File: src/design/acci_pkg.sv
// Package: register map, field layout and types of the axis counter/compare/event block
// Behaviour
// - Counter 1 counts output pulses when source bit 0 is 0, encoder when 1.
// - Counter 2 counts encoder when source bit 1 is 0, output pulses when 1.
// - Hold bit 2 stops counter 1, hold bit 3 stops counter 2.
// - Bits 4 and 8 clear counter 1 or 2 when it is latched.
// - Bits 5 and 9 stop the external latch input latching counter 1 or 2.
// - Bits 6 and 10 latch and clear counter 1 or 2 on home return done.
// - Bits 7 and 11 make counter 1 or 2 a ring counter bounded by its comparator.
// - Compare method: 00 off, 01 data equals count, 10 data above, 11 data below.
// - Sync output on compare 1 or 2 met, accel start/end, decel start/end codes.
// - Sync input field picks which of four axes supplies the sync signal.
// - Position counters are host writable, readable, signed 28-bit.
// - Compare data registers are host written, signed 28-bit.
// - Mask bits 0..5 enable stop, preregister free, accel and decel events.
// - Mask bits 6 and 7 enable comparator 1 and 2 met events.
// - Mask bit 8 enables external latch event, none when both latch disables set.
// - Mask bit 9 enables home sensor event, none when both home latch bits clear.
// - Mask bit 10 enables slowdown event regardless of slowdown function enable.
// - Mask bit 11 enables pulser change event, suppressed while pulser enable pin high.
// - Mask bit 12 enables simultaneous start event; upper mask bits are zero.
// - A latch copies the counter into its read-only latch holder.
package acci_pkg;
	localparam int CW    = 28;
	localparam int ENV_W = 22;
	localparam int MSK_W = 13;

	localparam logic [7:0] OFS_ENV  = 8'h00;
	localparam logic [7:0] OFS_CNT1 = 8'h04;
	localparam logic [7:0] OFS_CNT2 = 8'h08;
	localparam logic [7:0] OFS_CMP1 = 8'h0C;
	localparam logic [7:0] OFS_CMP2 = 8'h10;
	localparam logic [7:0] OFS_MASK = 8'h14;
	localparam logic [7:0] OFS_LTC1 = 8'h18;
	localparam logic [7:0] OFS_LTC2 = 8'h1C;
	localparam logic [7:0] OFS_CAUS = 8'h20;

	localparam int F_SRC1 = 0;
	localparam int F_SRC2 = 1;
	localparam int F_HLD1 = 2;
	localparam int F_HLD2 = 3;
	localparam int F_CLR1 = 4;
	localparam int F_DIS1 = 5;
	localparam int F_HOM1 = 6;
	localparam int F_RNG1 = 7;
	localparam int F_CLR2 = 8;
	localparam int F_DIS2 = 9;
	localparam int F_HOM2 = 10;
	localparam int F_RNG2 = 11;
	localparam int F_MTH1 = 12;
	localparam int F_MTH2 = 14;
	localparam int F_SYO  = 16;
	localparam int F_SYI  = 20;

	localparam logic [1:0] CMP_EQ = 2'h1;
	localparam logic [1:0] CMP_GT = 2'h2;
	localparam logic [1:0] CMP_LT = 2'h3;

	localparam logic [3:0] SYO_CMP1 = 4'h1;
	localparam logic [3:0] SYO_CMP2 = 4'h2;
	localparam logic [3:0] SYO_ACCB = 4'h8;
	localparam logic [3:0] SYO_ACCF = 4'h9;
	localparam logic [3:0] SYO_DECB = 4'hA;
	localparam logic [3:0] SYO_DECF = 4'hB;

	localparam int E_STOP = 0;
	localparam int E_PREG = 1;
	localparam int E_CMP1 = 6;
	localparam int E_CMP2 = 7;
	localparam int E_LTC  = 8;
	localparam int E_HOME = 9;
	localparam int E_SLOW = 10;
	localparam int E_PULS = 11;
	localparam int E_SSTA = 12;

	// Synchronised pin vector positions
	localparam int P_LTC = 0;
	localparam int P_ORG = 1;
	localparam int P_SD  = 2;
	localparam int P_STA = 3;
	localparam int P_PA  = 4;
	localparam int P_PB  = 5;
	localparam int P_PEN = 6;
	localparam int PINS  = 7;

	typedef struct packed {
		logic up;
		logic down;
	} acci_step_t;

	typedef struct packed {
		logic normal_stop;
		logic prereg_free;
		logic accel_begin;
		logic accel_finish;
		logic decel_begin;
		logic decel_finish;
	} acci_motion_ev_t;
endpackage

File: src/design/acci_counter_compare_irq.sv
// Axis position counters, comparators, sync select and event interrupt masking
//
// The placing of the registers and the APB slave port were left to the implementer.
`timescale 1ns/1ps
`default_nettype none

module acci_axis_cnt
	import acci_pkg::*;
(
	// Clock and reset
	input  wire logic          pclk,
	input  wire logic          presetn,
	// Control
	input  wire acci_step_t    step,
	input  wire logic          hold,
	input  wire logic          ring,
	input  wire logic          clr_on_latch,
	input  wire logic          latch_trig,
	input  wire logic          home_trig,
	input  wire logic [1:0]    method,
	// Host writes
	input  wire logic          cnt_wr,
	input  wire logic          cmp_wr,
	input  wire logic [CW-1:0] wr_data,
	// State
	output logic [CW-1:0]      cnt_q,
	output logic [CW-1:0]      cmp_q,
	output logic [CW-1:0]      ltc_q,
	output logic               met,
	output logic               met_rise
);
	logic [CW-1:0] cnt_d;
	logic          met_q;
	wire           up    = step.up & ~step.down;
	wire           down  = step.down & ~step.up;
	wire           at_top = cnt_q == cmp_q;
	wire           at_zero = cnt_q == '0;
	wire [CW-1:0]  plus  = (ring & at_top) ? '0 : cnt_q + 1'b1;
	wire [CW-1:0]  minus = (ring & at_zero) ? cmp_q : cnt_q - 1'b1;
	wire [CW-1:0]  stepped = up ? plus : (down ? minus : cnt_q);
	wire           eq = cnt_q == cmp_q;
	wire           gt = $signed(cmp_q) > $signed(cnt_q);
	wire           lt = $signed(cmp_q) < $signed(cnt_q);

	// Host write beats latch clear beats counting, so software always sees its value
	always_comb begin
		if (cnt_wr)
			cnt_d = wr_data;
		else if (home_trig)
			cnt_d = '0;
		else if (latch_trig & clr_on_latch)
			cnt_d = '0;
		else if (hold)
			cnt_d = cnt_q;
		else
			cnt_d = stepped;
	end

	always_comb begin
		case (method)
			CMP_EQ:  met = eq;
			CMP_GT:  met = gt;
			CMP_LT:  met = lt;
			default: met = 1'b0;
		endcase
	end

	assign met_rise = met & ~met_q;

	always_ff @(posedge pclk or negedge presetn) begin
		if (!presetn) begin
			cnt_q <= '0;
			cmp_q <= '0;
			ltc_q <= '0;
			met_q <= 1'b0;
		end else begin
			cnt_q <= cnt_d;
			if (cmp_wr)
				cmp_q <= wr_data;
			if (latch_trig | home_trig)
				ltc_q <= cnt_q;
			met_q <= met;
		end
	end

	AST_HOLD: assert property (@(posedge pclk) disable iff (!presetn)
		hold & ~cnt_wr & ~home_trig & ~(latch_trig & clr_on_latch) |=> $stable(cnt_q))
		else $error("held counter moved");
	AST_CLR_LATCH: assert property (@(posedge pclk) disable iff (!presetn)
		latch_trig & clr_on_latch & ~cnt_wr |=> cnt_q == '0 && ltc_q == $past(cnt_q))
		else $error("latch with clear wrong");
	AST_HOME: assert property (@(posedge pclk) disable iff (!presetn)
		home_trig & ~cnt_wr |=> cnt_q == '0 && ltc_q == $past(cnt_q))
		else $error("home latch did not clear");
	AST_RING: assert property (@(posedge pclk) disable iff (!presetn)
		ring & up & at_top & ~hold & ~cnt_wr & ~home_trig & ~latch_trig |=> cnt_q == '0)
		else $error("ring did not wrap");
	AST_WRITE: assert property (@(posedge pclk) disable iff (!presetn)
		cnt_wr |=> cnt_q == $past(wr_data))
		else $error("counter write lost");
	AST_CMP_EQ: assert property (@(posedge pclk) disable iff (!presetn)
		method == CMP_EQ && cnt_q == cmp_q |-> met ##1 (met_q && !met_rise))
		else $error("equal compare missed");
endmodule

module acci_counter_compare_irq
	import acci_pkg::*;
(
	// APB slave
	input  wire logic        pclk,
	input  wire logic        presetn,
	input  wire logic        psel,
	input  wire logic        penable,
	input  wire logic        pwrite,
	input  wire logic [7:0]  paddr,
	input  wire logic [31:0] pwdata,
	output logic [31:0]      prdata,
	output logic             pready,
	output logic             pslverr,
	// Count sources from pulse generator and encoder decoder
	input  wire acci_step_t  out_pulse_step,
	input  wire acci_step_t  encoder_inputs,
	// Motion events and sequencing
	input  wire acci_motion_ev_t motion_ev,
	input  wire logic        home_return_done,
	input  wire logic        latch_command,
	// Asynchronous pins
	input  wire logic        external_latch_input,
	input  wire logic        home_sensor_input,
	input  wire logic        slowdown_input,
	input  wire logic        simultaneous_start_input,
	input  wire logic [1:0]  pulser_inputs,
	input  wire logic        pulser_enable_pin,
	// Synchronous signal between axes
	input  wire logic [3:0]  sync_from_axes,
	output logic             sync_out,
	output logic             sync_in_used,
	// Event interrupt
	output logic             irq
);
	logic [ENV_W-1:0] env_q;
	logic [MSK_W-1:0] mask_q, cause_q, cause_d, ev;
	logic [PINS-1:0]  s1_q, s2_q, s3_q, pin_q, pin_d;
	logic [CW-1:0]    cnt1, cnt2, cmp1, cmp2, ltc1, ltc2;
	logic             met1, met2, rise1, rise2, sync_d;
	logic [31:0]      rd_d, prdata_q;
	logic             sync_out_q, sync_in_q;
	acci_step_t       step1, step2;

	// APB decode; zero wait states, read data captured in the setup cycle
	wire setup  = psel & ~penable;
	wire access = psel & penable;
	wire wr     = access & pwrite;
	wire rd     = access & ~pwrite;
	wire h_env  = paddr == OFS_ENV;
	wire h_cnt1 = paddr == OFS_CNT1;
	wire h_cnt2 = paddr == OFS_CNT2;
	wire h_cmp1 = paddr == OFS_CMP1;
	wire h_cmp2 = paddr == OFS_CMP2;
	wire h_mask = paddr == OFS_MASK;
	wire h_ltc1 = paddr == OFS_LTC1;
	wire h_ltc2 = paddr == OFS_LTC2;
	wire h_caus = paddr == OFS_CAUS;
	wire hit    = h_env | h_cnt1 | h_cnt2 | h_cmp1 | h_cmp2 | h_mask | h_ltc1 | h_ltc2 | h_caus;
	wire ro_hit = h_ltc1 | h_ltc2 | h_caus;
	assign pready  = 1'b1;
	assign pslverr = access & (~hit | (pwrite & ro_hit));
	assign prdata  = prdata_q;

	// Pins: three flops, a level counts once the second and third agree
	wire [PINS-1:0] pins_in = {pulser_enable_pin, pulser_inputs[1], pulser_inputs[0],
		simultaneous_start_input, slowdown_input, home_sensor_input, external_latch_input};
	assign pin_d = (~(s2_q ^ s3_q) & s3_q) | ((s2_q ^ s3_q) & pin_q);
	wire [PINS-1:0] pin_rise = pin_d & ~pin_q;
	wire [PINS-1:0] pin_chg  = pin_d ^ pin_q;

	// Source selects have opposite polarity on the two counters
	assign step1 = env_q[F_SRC1] ? encoder_inputs : out_pulse_step;
	assign step2 = env_q[F_SRC2] ? out_pulse_step : encoder_inputs;

	wire dis1 = env_q[F_DIS1];
	wire dis2 = env_q[F_DIS2];
	wire hom1 = env_q[F_HOM1];
	wire hom2 = env_q[F_HOM2];
	wire ltc_trig1 = (pin_rise[P_LTC] & ~dis1) | latch_command;
	wire ltc_trig2 = (pin_rise[P_LTC] & ~dis2) | latch_command;

	acci_axis_cnt u_cnt1 (
		.pclk         (pclk),
		.presetn      (presetn),
		.step         (step1),
		.hold         (env_q[F_HLD1]),
		.ring         (env_q[F_RNG1]),
		.clr_on_latch (env_q[F_CLR1]),
		.latch_trig   (ltc_trig1),
		.home_trig    (home_return_done & hom1),
		.method       (env_q[F_MTH1+:2]),
		.cnt_wr       (wr & h_cnt1),
		.cmp_wr       (wr & h_cmp1),
		.wr_data      (pwdata[CW-1:0]),
		.cnt_q        (cnt1),
		.cmp_q        (cmp1),
		.ltc_q        (ltc1),
		.met          (met1),
		.met_rise     (rise1)
	);

	acci_axis_cnt u_cnt2 (
		.pclk         (pclk),
		.presetn      (presetn),
		.step         (step2),
		.hold         (env_q[F_HLD2]),
		.ring         (env_q[F_RNG2]),
		.clr_on_latch (env_q[F_CLR2]),
		.latch_trig   (ltc_trig2),
		.home_trig    (home_return_done & hom2),
		.method       (env_q[F_MTH2+:2]),
		.cnt_wr       (wr & h_cnt2),
		.cmp_wr       (wr & h_cmp2),
		.wr_data      (pwdata[CW-1:0]),
		.cnt_q        (cnt2),
		.cmp_q        (cmp2),
		.ltc_q        (ltc2),
		.met          (met2),
		.met_rise     (rise2)
	);

	// Event causes
	assign ev[E_STOP]  = motion_ev.normal_stop;
	assign ev[E_PREG]  = motion_ev.prereg_free;
	assign ev[2]       = motion_ev.accel_begin;
	assign ev[3]       = motion_ev.accel_finish;
	assign ev[4]       = motion_ev.decel_begin;
	assign ev[5]       = motion_ev.decel_finish;
	assign ev[E_CMP1]  = rise1;
	assign ev[E_CMP2]  = rise2;
	assign ev[E_LTC]   = pin_rise[P_LTC] & ~(dis1 & dis2);
	assign ev[E_HOME]  = pin_rise[P_ORG] & (hom1 | hom2);
	assign ev[E_SLOW]  = pin_rise[P_SD];
	assign ev[E_PULS]  = (pin_chg[P_PA] | pin_chg[P_PB]) & ~pin_q[P_PEN];
	assign ev[E_SSTA]  = pin_rise[P_STA];

	// A read clears only the causes captured for the host at setup; one recorded
	// later stays pending, and an event in the clear cycle wins over the clear
	wire             cause_clr = rd & h_caus;
	wire [MSK_W-1:0] shown     = cause_clr ? prdata_q[MSK_W-1:0] : '0;
	assign cause_d = (cause_q & ~shown) | (ev & mask_q);
	assign irq = |cause_q;

	always_comb begin
		case (env_q[F_SYO+:4])
			SYO_CMP1: sync_d = rise1;
			SYO_CMP2: sync_d = rise2;
			SYO_ACCB: sync_d = motion_ev.accel_begin;
			SYO_ACCF: sync_d = motion_ev.accel_finish;
			SYO_DECB: sync_d = motion_ev.decel_begin;
			SYO_DECF: sync_d = motion_ev.decel_finish;
			default:  sync_d = 1'b0;
		endcase
	end
	assign sync_out     = sync_out_q;
	assign sync_in_used = sync_in_q;

	// Counters read back sign-extended
	always_comb begin
		rd_d = 32'h0;
		case (1'b1)
			h_env:  rd_d[ENV_W-1:0] = env_q;
			h_cnt1: rd_d = {{(32-CW){cnt1[CW-1]}}, cnt1};
			h_cnt2: rd_d = {{(32-CW){cnt2[CW-1]}}, cnt2};
			h_cmp1: rd_d = {{(32-CW){cmp1[CW-1]}}, cmp1};
			h_cmp2: rd_d = {{(32-CW){cmp2[CW-1]}}, cmp2};
			h_mask: rd_d[MSK_W-1:0] = mask_q;
			h_ltc1: rd_d = {{(32-CW){ltc1[CW-1]}}, ltc1};
			h_ltc2: rd_d = {{(32-CW){ltc2[CW-1]}}, ltc2};
			h_caus: rd_d[MSK_W-1:0] = cause_q;
			default: rd_d = 32'h0;
		endcase
	end

	always_ff @(posedge pclk or negedge presetn) begin
		if (!presetn) begin
			s1_q <= '0;
			s2_q <= '0;
			s3_q <= '0;
			pin_q <= '0;
		end else begin
			s1_q <= pins_in;
			s2_q <= s1_q;
			s3_q <= s2_q;
			pin_q <= pin_d;
		end
	end

	always_ff @(posedge pclk or negedge presetn) begin
		if (!presetn) begin
			env_q <= '0;
			mask_q <= '0;
			cause_q <= '0;
			prdata_q <= 32'h0;
			sync_out_q <= 1'b0;
			sync_in_q <= 1'b0;
		end else begin
			if (wr & h_env)
				env_q <= pwdata[ENV_W-1:0];
			if (wr & h_mask)
				mask_q <= pwdata[MSK_W-1:0];
			if (setup & ~pwrite)
				prdata_q <= rd_d;
			cause_q <= cause_d;
			sync_out_q <= sync_d;
			sync_in_q <= sync_from_axes[env_q[F_SYI+:2]];
		end
	end

	AST_SRC2: assert property (@(posedge pclk) disable iff (!presetn)
		!env_q[F_SRC2] |-> step2 == encoder_inputs)
		else $error("counter two source wrong");
	AST_MASKED: assert property (@(posedge pclk) disable iff (!presetn)
		!cause_clr && !mask_q[E_STOP] && !cause_q[E_STOP] |=> !cause_q[E_STOP])
		else $error("masked cause recorded");
	AST_IRQ: assert property (@(posedge pclk) disable iff (!presetn)
		|(ev & mask_q) |=> irq ##0 cause_q == ($past(cause_d)))
		else $error("enabled event gave no interrupt");
	AST_CAUSE_KEEP: assert property (@(posedge pclk) disable iff (!presetn)
		cause_clr && cause_q[E_LTC] && !prdata_q[E_LTC] |=> cause_q[E_LTC])
		else $error("unread cause lost");
	AST_LTC_EV: assert property (@(posedge pclk) disable iff (!presetn)
		dis1 && dis2 |-> !ev[E_LTC])
		else $error("latch event while both disabled");
	AST_HOME_EV: assert property (@(posedge pclk) disable iff (!presetn)
		ev[E_HOME] |-> (hom1 || hom2) && pin_d[P_ORG] && !pin_q[P_ORG])
		else $error("home event without enable");
	AST_PULSER: assert property (@(posedge pclk) disable iff (!presetn)
		pin_q[P_PEN] |-> !ev[E_PULS])
		else $error("pulser event while disabled");
	AST_SYNC_IN: assert property (@(posedge pclk) disable iff (!presetn)
		1'b1 |=> sync_in_used == $past(sync_from_axes[env_q[F_SYI+:2]]))
		else $error("sync input select wrong");
	AST_SYNC_CMP: assert property (@(posedge pclk) disable iff (!presetn)
		env_q[F_SYO+:4] == SYO_CMP1 && rise1 |=> sync_out)
		else $error("sync out missed compare");
endmodule

`default_nettype wire

File: config.mk
export PLATFORM = sky130hd
export DESIGN_NAME = acci_counter_compare_irq
export DESIGN_NICKNAME = d
export VERILOG_FILES = /design/src/design/acci_pkg.sv /design/src/design/acci_counter_compare_irq.sv
export SDC_FILE = /design/constraint.sdc
export NUM_CORES = 1
export LEC_CHECK = 0
export ABC_CLOCK_PERIOD_IN_PS = 4150
export BUFFER_PORTS_ARGS = -buffer_cell sky130_fd_sc_hd__clkbuf_2
export CAP_MARGIN = 15
export CORE_MARGIN = 2
export CORE_UTILIZATION = 40
export CTS_BUF_LIST = sky130_fd_sc_hd__clkbuf_4 sky130_fd_sc_hd__clkbuf_8
export CTS_CLUSTER_DIAMETER = 120
export DETAILED_ROUTE_END_ITERATION = 8
export GPL_TIMING_DRIVEN = 0
export MAX_ROUTING_LAYER = met4
export PLACE_DENSITY = 0.67
export SETUP_SLACK_MARGIN = 0.05
export SLEW_MARGIN = 20
export SYNTH_ARGS = -nofsm -noshare
export SYNTH_HDL_FRONTEND = slang
export SYNTH_SLANG_ARGS = --single-unit
File: constraint.sdc
create_clock -name pclk -period 4.15 [get_ports pclk]
set_input_delay 0.415 -clock pclk [delete_from_list [all_inputs] [get_ports pclk]]
set_output_delay 0.415 -clock pclk [all_outputs]
set_load 0.02 [all_outputs]
==> out/results.ini, run 1 <==
[status]
outcome=completed

[yosys]
synth_top_area_frac=0.422
syn_inst=1766
netlist.top_cell.by_area=dfrtp_1
synth.most_common_cell=dfrtp_1
synth_seq_cells=276
ys_seq_area_frac=0.422
netlist_area_mm2=0.0164
avgSynthCellArea_um2=9.28
ys_warn_count=0
ys_types=74
synth.area.top_cells=dfrtp_1 42%, mux2_2 6.6%, o21ai_0 4.9%, ha_1 4.6%, xnor2_1 4.3%
ys_async_sr_fraction=1.00
syn_nets=1894
synth_edf_count=0
synthFlopType=dfrtp_1
ys_top_cells_by_count=276 x dfrtp_1, 172 x nand2_1, 160 x o21ai_0

[routing]
drt-total-wl_um=69600
viasPerCell=6.29
drtIter0Drc=1946
drc=0
vias=15780
dr.pass1.iters=9
ant_nets=0
drt-wirelength-per-cell_um=27.7

[floorplanning]
die_h_um=206
core_mm2=0.0406
die-area_mm2=0.0426
rows=74
start_util=0.403
die_w_um=206
num_io_pins=105

[grt]
use_met2=0.516
grt_max_degree=90
top_usage_layer=met2
gr-usage-met1=0.446
grt_pass1_vias=15223
gr-total-overflow=0
grt_use_met3=0.0618
grt_first_pass_wirelength_um=102000
antenna_found_initial=4
groute.usage.overall=0.340

[clocking]
clock_latency_ns=0.66
tritoncts=yes
cts_made_buffers=51
htree_levels=2
clockBufferDepth=3
postCtsSetupBuffers=0
cts_root_buffer=clkbuf_8
clock-sinks=276
path_clk_slew_ns=0.06

[sta]
fmax_ghz=0.252
slew_headroom=0.183
fin_crit_ns=3.97
finalCritPeriodShare=0.957
fin_skew_ns=0.0279
setup_tns_ns=0
worstMarginPinSlew_ns=1.21
setup_violations=0
hold_viol=0
grt_setup_unrepaired=no
fin_hold_ws_ns=0.0403
drv_slew=0
layout_setup_ws_ns=0.180

[critical_path]
start_kind=register
end_kind=register
crit_fanout=10
critical_path.startpoint=u_cnt1.cnt_q[24]$_DFFE_PN0P_
path_class=register to register
rr_endpoint=u_cnt1.cnt_q[7]$_DFFE_PN0P_
arrival_ns=4.50
reg2reg_depth=11
crit_required_ns=4.68
r2r_start=u_cnt1.cnt_q[24]$_DFFE_PN0P_
r2r_slack_ns=0.18

[finish]
finalNetCount=2061
area_growth_pct=16.4
drive_above_1_share=0.172
fin_area_mm2=0.0191

[run]
cap_violations=0

[placement]
portBuffers=99
placed_cell_area_mm2=0.0177
place_congestion=0.986
dp_slack_ns=0.105
dp_hpwl_um=53600

[worst_hold_path]
hold_path.class=primary input to register
hold_depth=2
min_to=cause_q[2]$_DFF_PN0_
holdCritStartpoint=motion_ev[3]

[power_and_ir_drop]
vdd_drop_max_v=0.000225
power.density_mw_per_mm2=490
p_leak_nw=8.28

cell families (layout without fill, tap and decap cells):
| family | count (synthesis) | count (layout) | share of synthesized area |
|---|---|---|---|
| xor+xnor | 83 | 83 | 0.0444 |
| other cells | 1 | 3 | 0.000229 |
| flops | 276 | 276 | 0.422 |
| fa+ha+maj | 67 | 67 | 0.0501 |
| compound gates | 515 | 515 | 0.206 |
| simple gates | 518 | 518 | 0.153 |
| mux | 111 | 111 | 0.0774 |
| buf+inv | 195 | 405 | 0.0476 |
registers in the layout (all words and copies together), names as in the netlist, named ones only:
register,count
cause_q,13
env_q,22
mask_q,13
pin_q,6
prdata,28
s1_q,7
s2_q,7
s3_q,7
sync_in_used,1
sync_out,1
u_cnt1.cmp_q,28
u_cnt1.cnt_q,28
u_cnt1.ltc_q,28
u_cnt1.met_q,1
u_cnt2.cmp_q,28
u_cnt2.cnt_q,28
u_cnt2.ltc_q,28
u_cnt2.met_q,1
final cells by class:
cell class	count	area, um^2
clock inverter	29	414
timing repair buffer	114	704
inverter	65	244
fill	3929	21600
sequential	276	6910
multi-input combinational	1295	8720
antenna	2	5.00
clock buffer	67	878
tap	532	666
buffer	130	538
per-layer routing:
| metal | up-vias | share of wire | wire (um) |
|---|---|---|---|
| met5 | - | 0 | 0 |
| met4 | 0 | 0.041 | 2830 |
| met3 | 155 | 0.098 | 6810 |
| met2 | 893 | 0.45 | 31400 |
| met1 | 7833 | 0.41 | 28600 |
| li1 | 6899 | - | - |
how the worst max path moves through the flow:
| stage | to | slack (ns) | cells past startpoint |
|---|---|---|---|
| 2_1_floorplan | u_cnt1.cnt_q[7]$_DFFE_PN0P_ | 1.25 | 11 |
| 3_3_place_gp | u_cnt2.cnt_q[21]$_DFFE_PN0P_ | -3.34 | 1 |
| 3_5_place_dp | u_cnt1.cnt_q[7]$_DFFE_PN0P_ | 0.11 | 11 |
| 4_1_cts | u_cnt1.cnt_q[7]$_DFFE_PN0P_ | 0.10 | 11 |
| 5_1_grt | u_cnt1.cnt_q[7]$_DFFE_PN0P_ | 0.08 | 11 |
| 6_report | u_cnt1.cnt_q[7]$_DFFE_PN0P_ | 0.18 | 11 |
per-stage QoR:
step                      utilization  instances  power (mW)
final                           0.469       2510        9.34
after CTS                       0.469       2508        9.28
after global placement          0.432       2397        5.87
after detailed placement        0.434       2401        5.91
after global routing            0.469       2509        9.74
after floorplan                     -       1766        4.95
repair_timing:
action / in CTS / in global routing
endpoints found under the setup margin: 0 / 29
resized for setup: 0 / 5
endpoints found under the hold margin: 62 / 0
hold buffers: 11 / 0
worst max-delay path, stage by stage, from the launching register on:
cell and delay (ns):
dfrtp_1 0.33, clkbuf_1 0.44, inv_1 0.28, ha_1 0.37, nand3_1 0.10, or3_1 0.48
nor3_2 0.45, a21o_1 0.30, clkbuf_1 0.44, o21ai_0 0.23, a221oi_1 0.31, o21ai_0 0.11
power breakdown:
part           internal, mW  total, mW  switching, mW
registers              3.08       3.51          0.428
logic                 0.852       2.47           1.61
clock network          2.03       3.37           1.34
layout by cell type, fill, tap and decap left out, types with 12 or more instances in the layout:
cell type,count
o221ai_1,16
clkbuf_8,61
mux2_2,96
nor3_1,43
nand2_1,172
mux2i_1,12
nor2_1,112
xnor2_1,80
and3_1,18
nand3_1,52
a31oi_1,36
clkinv_2,14
o22ai_1,12
clkbuf_2,100
a21oi_1,81
a211oi_1,24
inv_1,62
ha_1,60
o21ai_0,160
a222oi_1,24
clkbuf_1,103
nand4_1,31
dfrtp_1,276
a221oi_1,24
a22oi_1,36
nor4_1,16
o211ai_1,29
Power figures use the tool's default switching activity.
==> run 2: changes to the inputs <==
--- a/config.mk
+++ b/config.mk
@@ -9,13 +9,14 @@
 export BUFFER_PORTS_ARGS = -buffer_cell sky130_fd_sc_hd__clkbuf_2
 export CAP_MARGIN = 15
 export CORE_MARGIN = 2
-export CORE_UTILIZATION = 40
+export CORE_UTILIZATION = 30
 export CTS_BUF_LIST = sky130_fd_sc_hd__clkbuf_4 sky130_fd_sc_hd__clkbuf_8
 export CTS_CLUSTER_DIAMETER = 120
 export DETAILED_ROUTE_END_ITERATION = 8
 export GPL_TIMING_DRIVEN = 0
 export MAX_ROUTING_LAYER = met4
-export PLACE_DENSITY = 0.67
+export PLACE_DENSITY = 0.56
+export RECOVER_POWER = 100
 export SETUP_SLACK_MARGIN = 0.05
 export SLEW_MARGIN = 20
 export SYNTH_ARGS = -nofsm -noshare
==> out/results.ini, run 2 (synthesized netlist as in run 1, its figures left out) <==
[placement]
placed_cell_area_mm2=0.0179  ; +1.3%
place_congestion=0.945  ; -4.1%
portBuffers=99  ; unchanged
dpl.cell_count=2567  ; +6.9%
dp_hpwl_um=57400  ; +7.3%

[routing]
dr.pass1.iters=8  ; -1
viasPerCell=5.84  ; -7.2%
ant_nets=0  ; unchanged
drtIter0Drc=1904  ; -2.2%
drt-total-wl_um=73100  ; +5.0%
vias=15547  ; -1.5%
drc=0  ; unchanged
drt-wirelength-per-cell_um=27.4  ; -1.1%

[sta]
slew_headroom=-0.210  ; -0.393
fin_skew_ns=0.0470  ; +0.0192 ns
fin_crit_ns=3.86  ; -0.113 ns
grt_setup_unrepaired=no
finalCritPeriodShare=0.929  ; -0.0273
hold_viol=0  ; unchanged
setup_tns_ns=0  ; unchanged
fmax_ghz=0.259  ; +2.9%
worstMarginPinSlew_ns=1.82  ; +0.600 ns
setup_violations=0  ; unchanged
drv_slew=37  ; +37

[floorplanning]
rows=85  ; +15%
core_mm2=0.0539  ; +33%
die_w_um=238  ; +15%
start_util=0.304  ; -0.0992
num_io_pins=105  ; unchanged
die-area_mm2=0.0565  ; +33%
die_h_um=238  ; +15%

[power_and_ir_drop]
power.density_mw_per_mm2=462  ; -5.6%
p_leak_nw=8.03  ; -3.0%
vdd_drop_max_v=0.000226  ; +0.57%

[run]
cap_violations=2  ; +2

[clocking]
clock-sinks=276  ; unchanged
cts_root_buffer=clkbuf_8
postCtsSetupBuffers=0  ; unchanged
cts_made_buffers=51  ; unchanged
path_clk_slew_ns=0.06  ; about the same
tritoncts=yes
clockBufferDepth=3  ; unchanged
clock_latency_ns=0.66  ; about the same
htree_levels=2  ; unchanged

[status]
violations=max-capacitance violations, max-slew violations
outcome=finished, violations left

[finish]
final_util=0.351  ; -0.118
finalNetCount=2061  ; unchanged
final_common_cell=dfrtp_1
instances_no_fill=2664  ; +6.1%
area_growth_pct=15.7
drive_above_1_share=0.146  ; -0.0265
layout_common_cells=276 x dfrtp_1, 172 x nand2_1, 160 x o21ai_0
fin_area_mm2=0.0189  ; -0.66%
num-fill-cells=5552  ; +41%

[worst_hold_path]
hold_path.class=primary input to register

[critical_path]
end_kind=register
start_kind=register
crit_fanout=10  ; unchanged
arrival_ns=4.36  ; -0.14 ns
crit_required_ns=4.65  ; -0.03 ns
path_class=register to register

[grt]
grt_first_pass_wirelength_um=107000  ; +5.3%
grt_max_degree=87  ; -3.3%
grt_pass1_vias=15337  ; +0.75%
gr-total-overflow=0  ; unchanged
antenna_found_initial=3  ; -1
groute.usage.overall=0.266  ; -0.0733

run 2: changes by cell type in the layout (fill, tap and decap cells not counted), moves of 6 or more:
cell       delta
clkbuf_1     +48
clkinv_2     -12
buf_1         -6
bufinv_16    -10
clkbuf_4     +14
clkbuf_2     -37
run 2: per-layer routing:
| metal | GRT usage | part of all wire | up-vias |
|---|---|---|---|
| li1 | - | - | 6919 |
| met1 | 0.347 | 0.43 | 7838 |
| met2 | 0.407 | 0.45 | 648 |
| met3 | 0.0488 | 0.076 | 142 |
| met4 | 0.110 | 0.045 | 0 |
| met5 | - | 0 | - |
run 2: repair_timing:
| item | in CTS | in global routing |
|---|---|---|
| cloned | 0 | 0 |
| gates resized for setup | 1 | 7 |
| endpoints found under the setup margin | 2 | 27 |
| hold endpoints to repair | 32 | 0 |
| hold buffers | 9 | 0 |
run 2: final cells by class:
cell class                      count  area, um^2  share of cell area
Clock inverter                      4        28.8             0.00152
Antenna cell                        3        7.51            0.000396
Clock buffer                       81         990              0.0522
Inverter                           65         244              0.0129
Sequential cell                   276        6910               0.365
Timing Repair Buffer              114         622              0.0328
Tap cell                          696         871              0.0460
Multi-Input combinational cell   1295        8740               0.462
Buffer                            130         534              0.0282
run 2: where the power goes:
part | internal, mW | leakage (nW) | switching, mW
sequential | 3.08 | 3.47 | 0.444
combinational | 0.843 | 4.01 | 1.65
clock | 1.50 | 0.545 | 1.24
run 2: worst paths after layout:
path | from | to | slack (ns) | cells after the start
setup / recovery | u_cnt2.cnt_q[8]$_DFFE_PN0P_ | u_cnt2.cnt_q[14]$_DFFE_PN0P_ | 0.29 | 11
hold / removal | motion_ev[2] | cause_q[3]$_DFF_PN0_ | 0.05 | 2
setup reg to reg | u_cnt2.cnt_q[8]$_DFFE_PN0P_ | u_cnt2.cnt_q[14]$_DFFE_PN0P_ | 0.29 | 11
hold reg to reg | s1_q[6]$_DFF_PN0_ | s2_q[6]$_DFF_PN0_ | 0.35 | 0
max in group asynchronous | presetn | u_cnt2.cnt_q[21]$_DFFE_PN0P_ | 1.16 | 3
min in group asynchronous | presetn | u_cnt1.cnt_q[7]$_DFFE_PN0P_ | 0.80 | 2
run 2: through the flow:
stage          hold WS, ns  setup slack, ns  power, mW
2_1_floorplan        0.119             1.25       4.95
3_3_place_gp         0.333            -3.44       5.93
3_5_place_dp         0.336           0.0247       5.98
4_1_cts             0.0177           0.0883       8.74
5_1_grt             0.0447            0.123       9.18
6_report            0.0544            0.293       8.76
run 2: critical path, cell delays in order (launching register included):
cell      delay [ns]
dfrtp_1         0.37
clkbuf_1        0.25
nor4_1          0.67
nand4_1         0.39
nand4b_1        0.34
or2_2           0.32
clkbuf_1        0.28
clkbuf_1        0.39
o21ai_0         0.31
o211ai_1        0.12
a22oi_1         0.20
a31oi_1         0.07
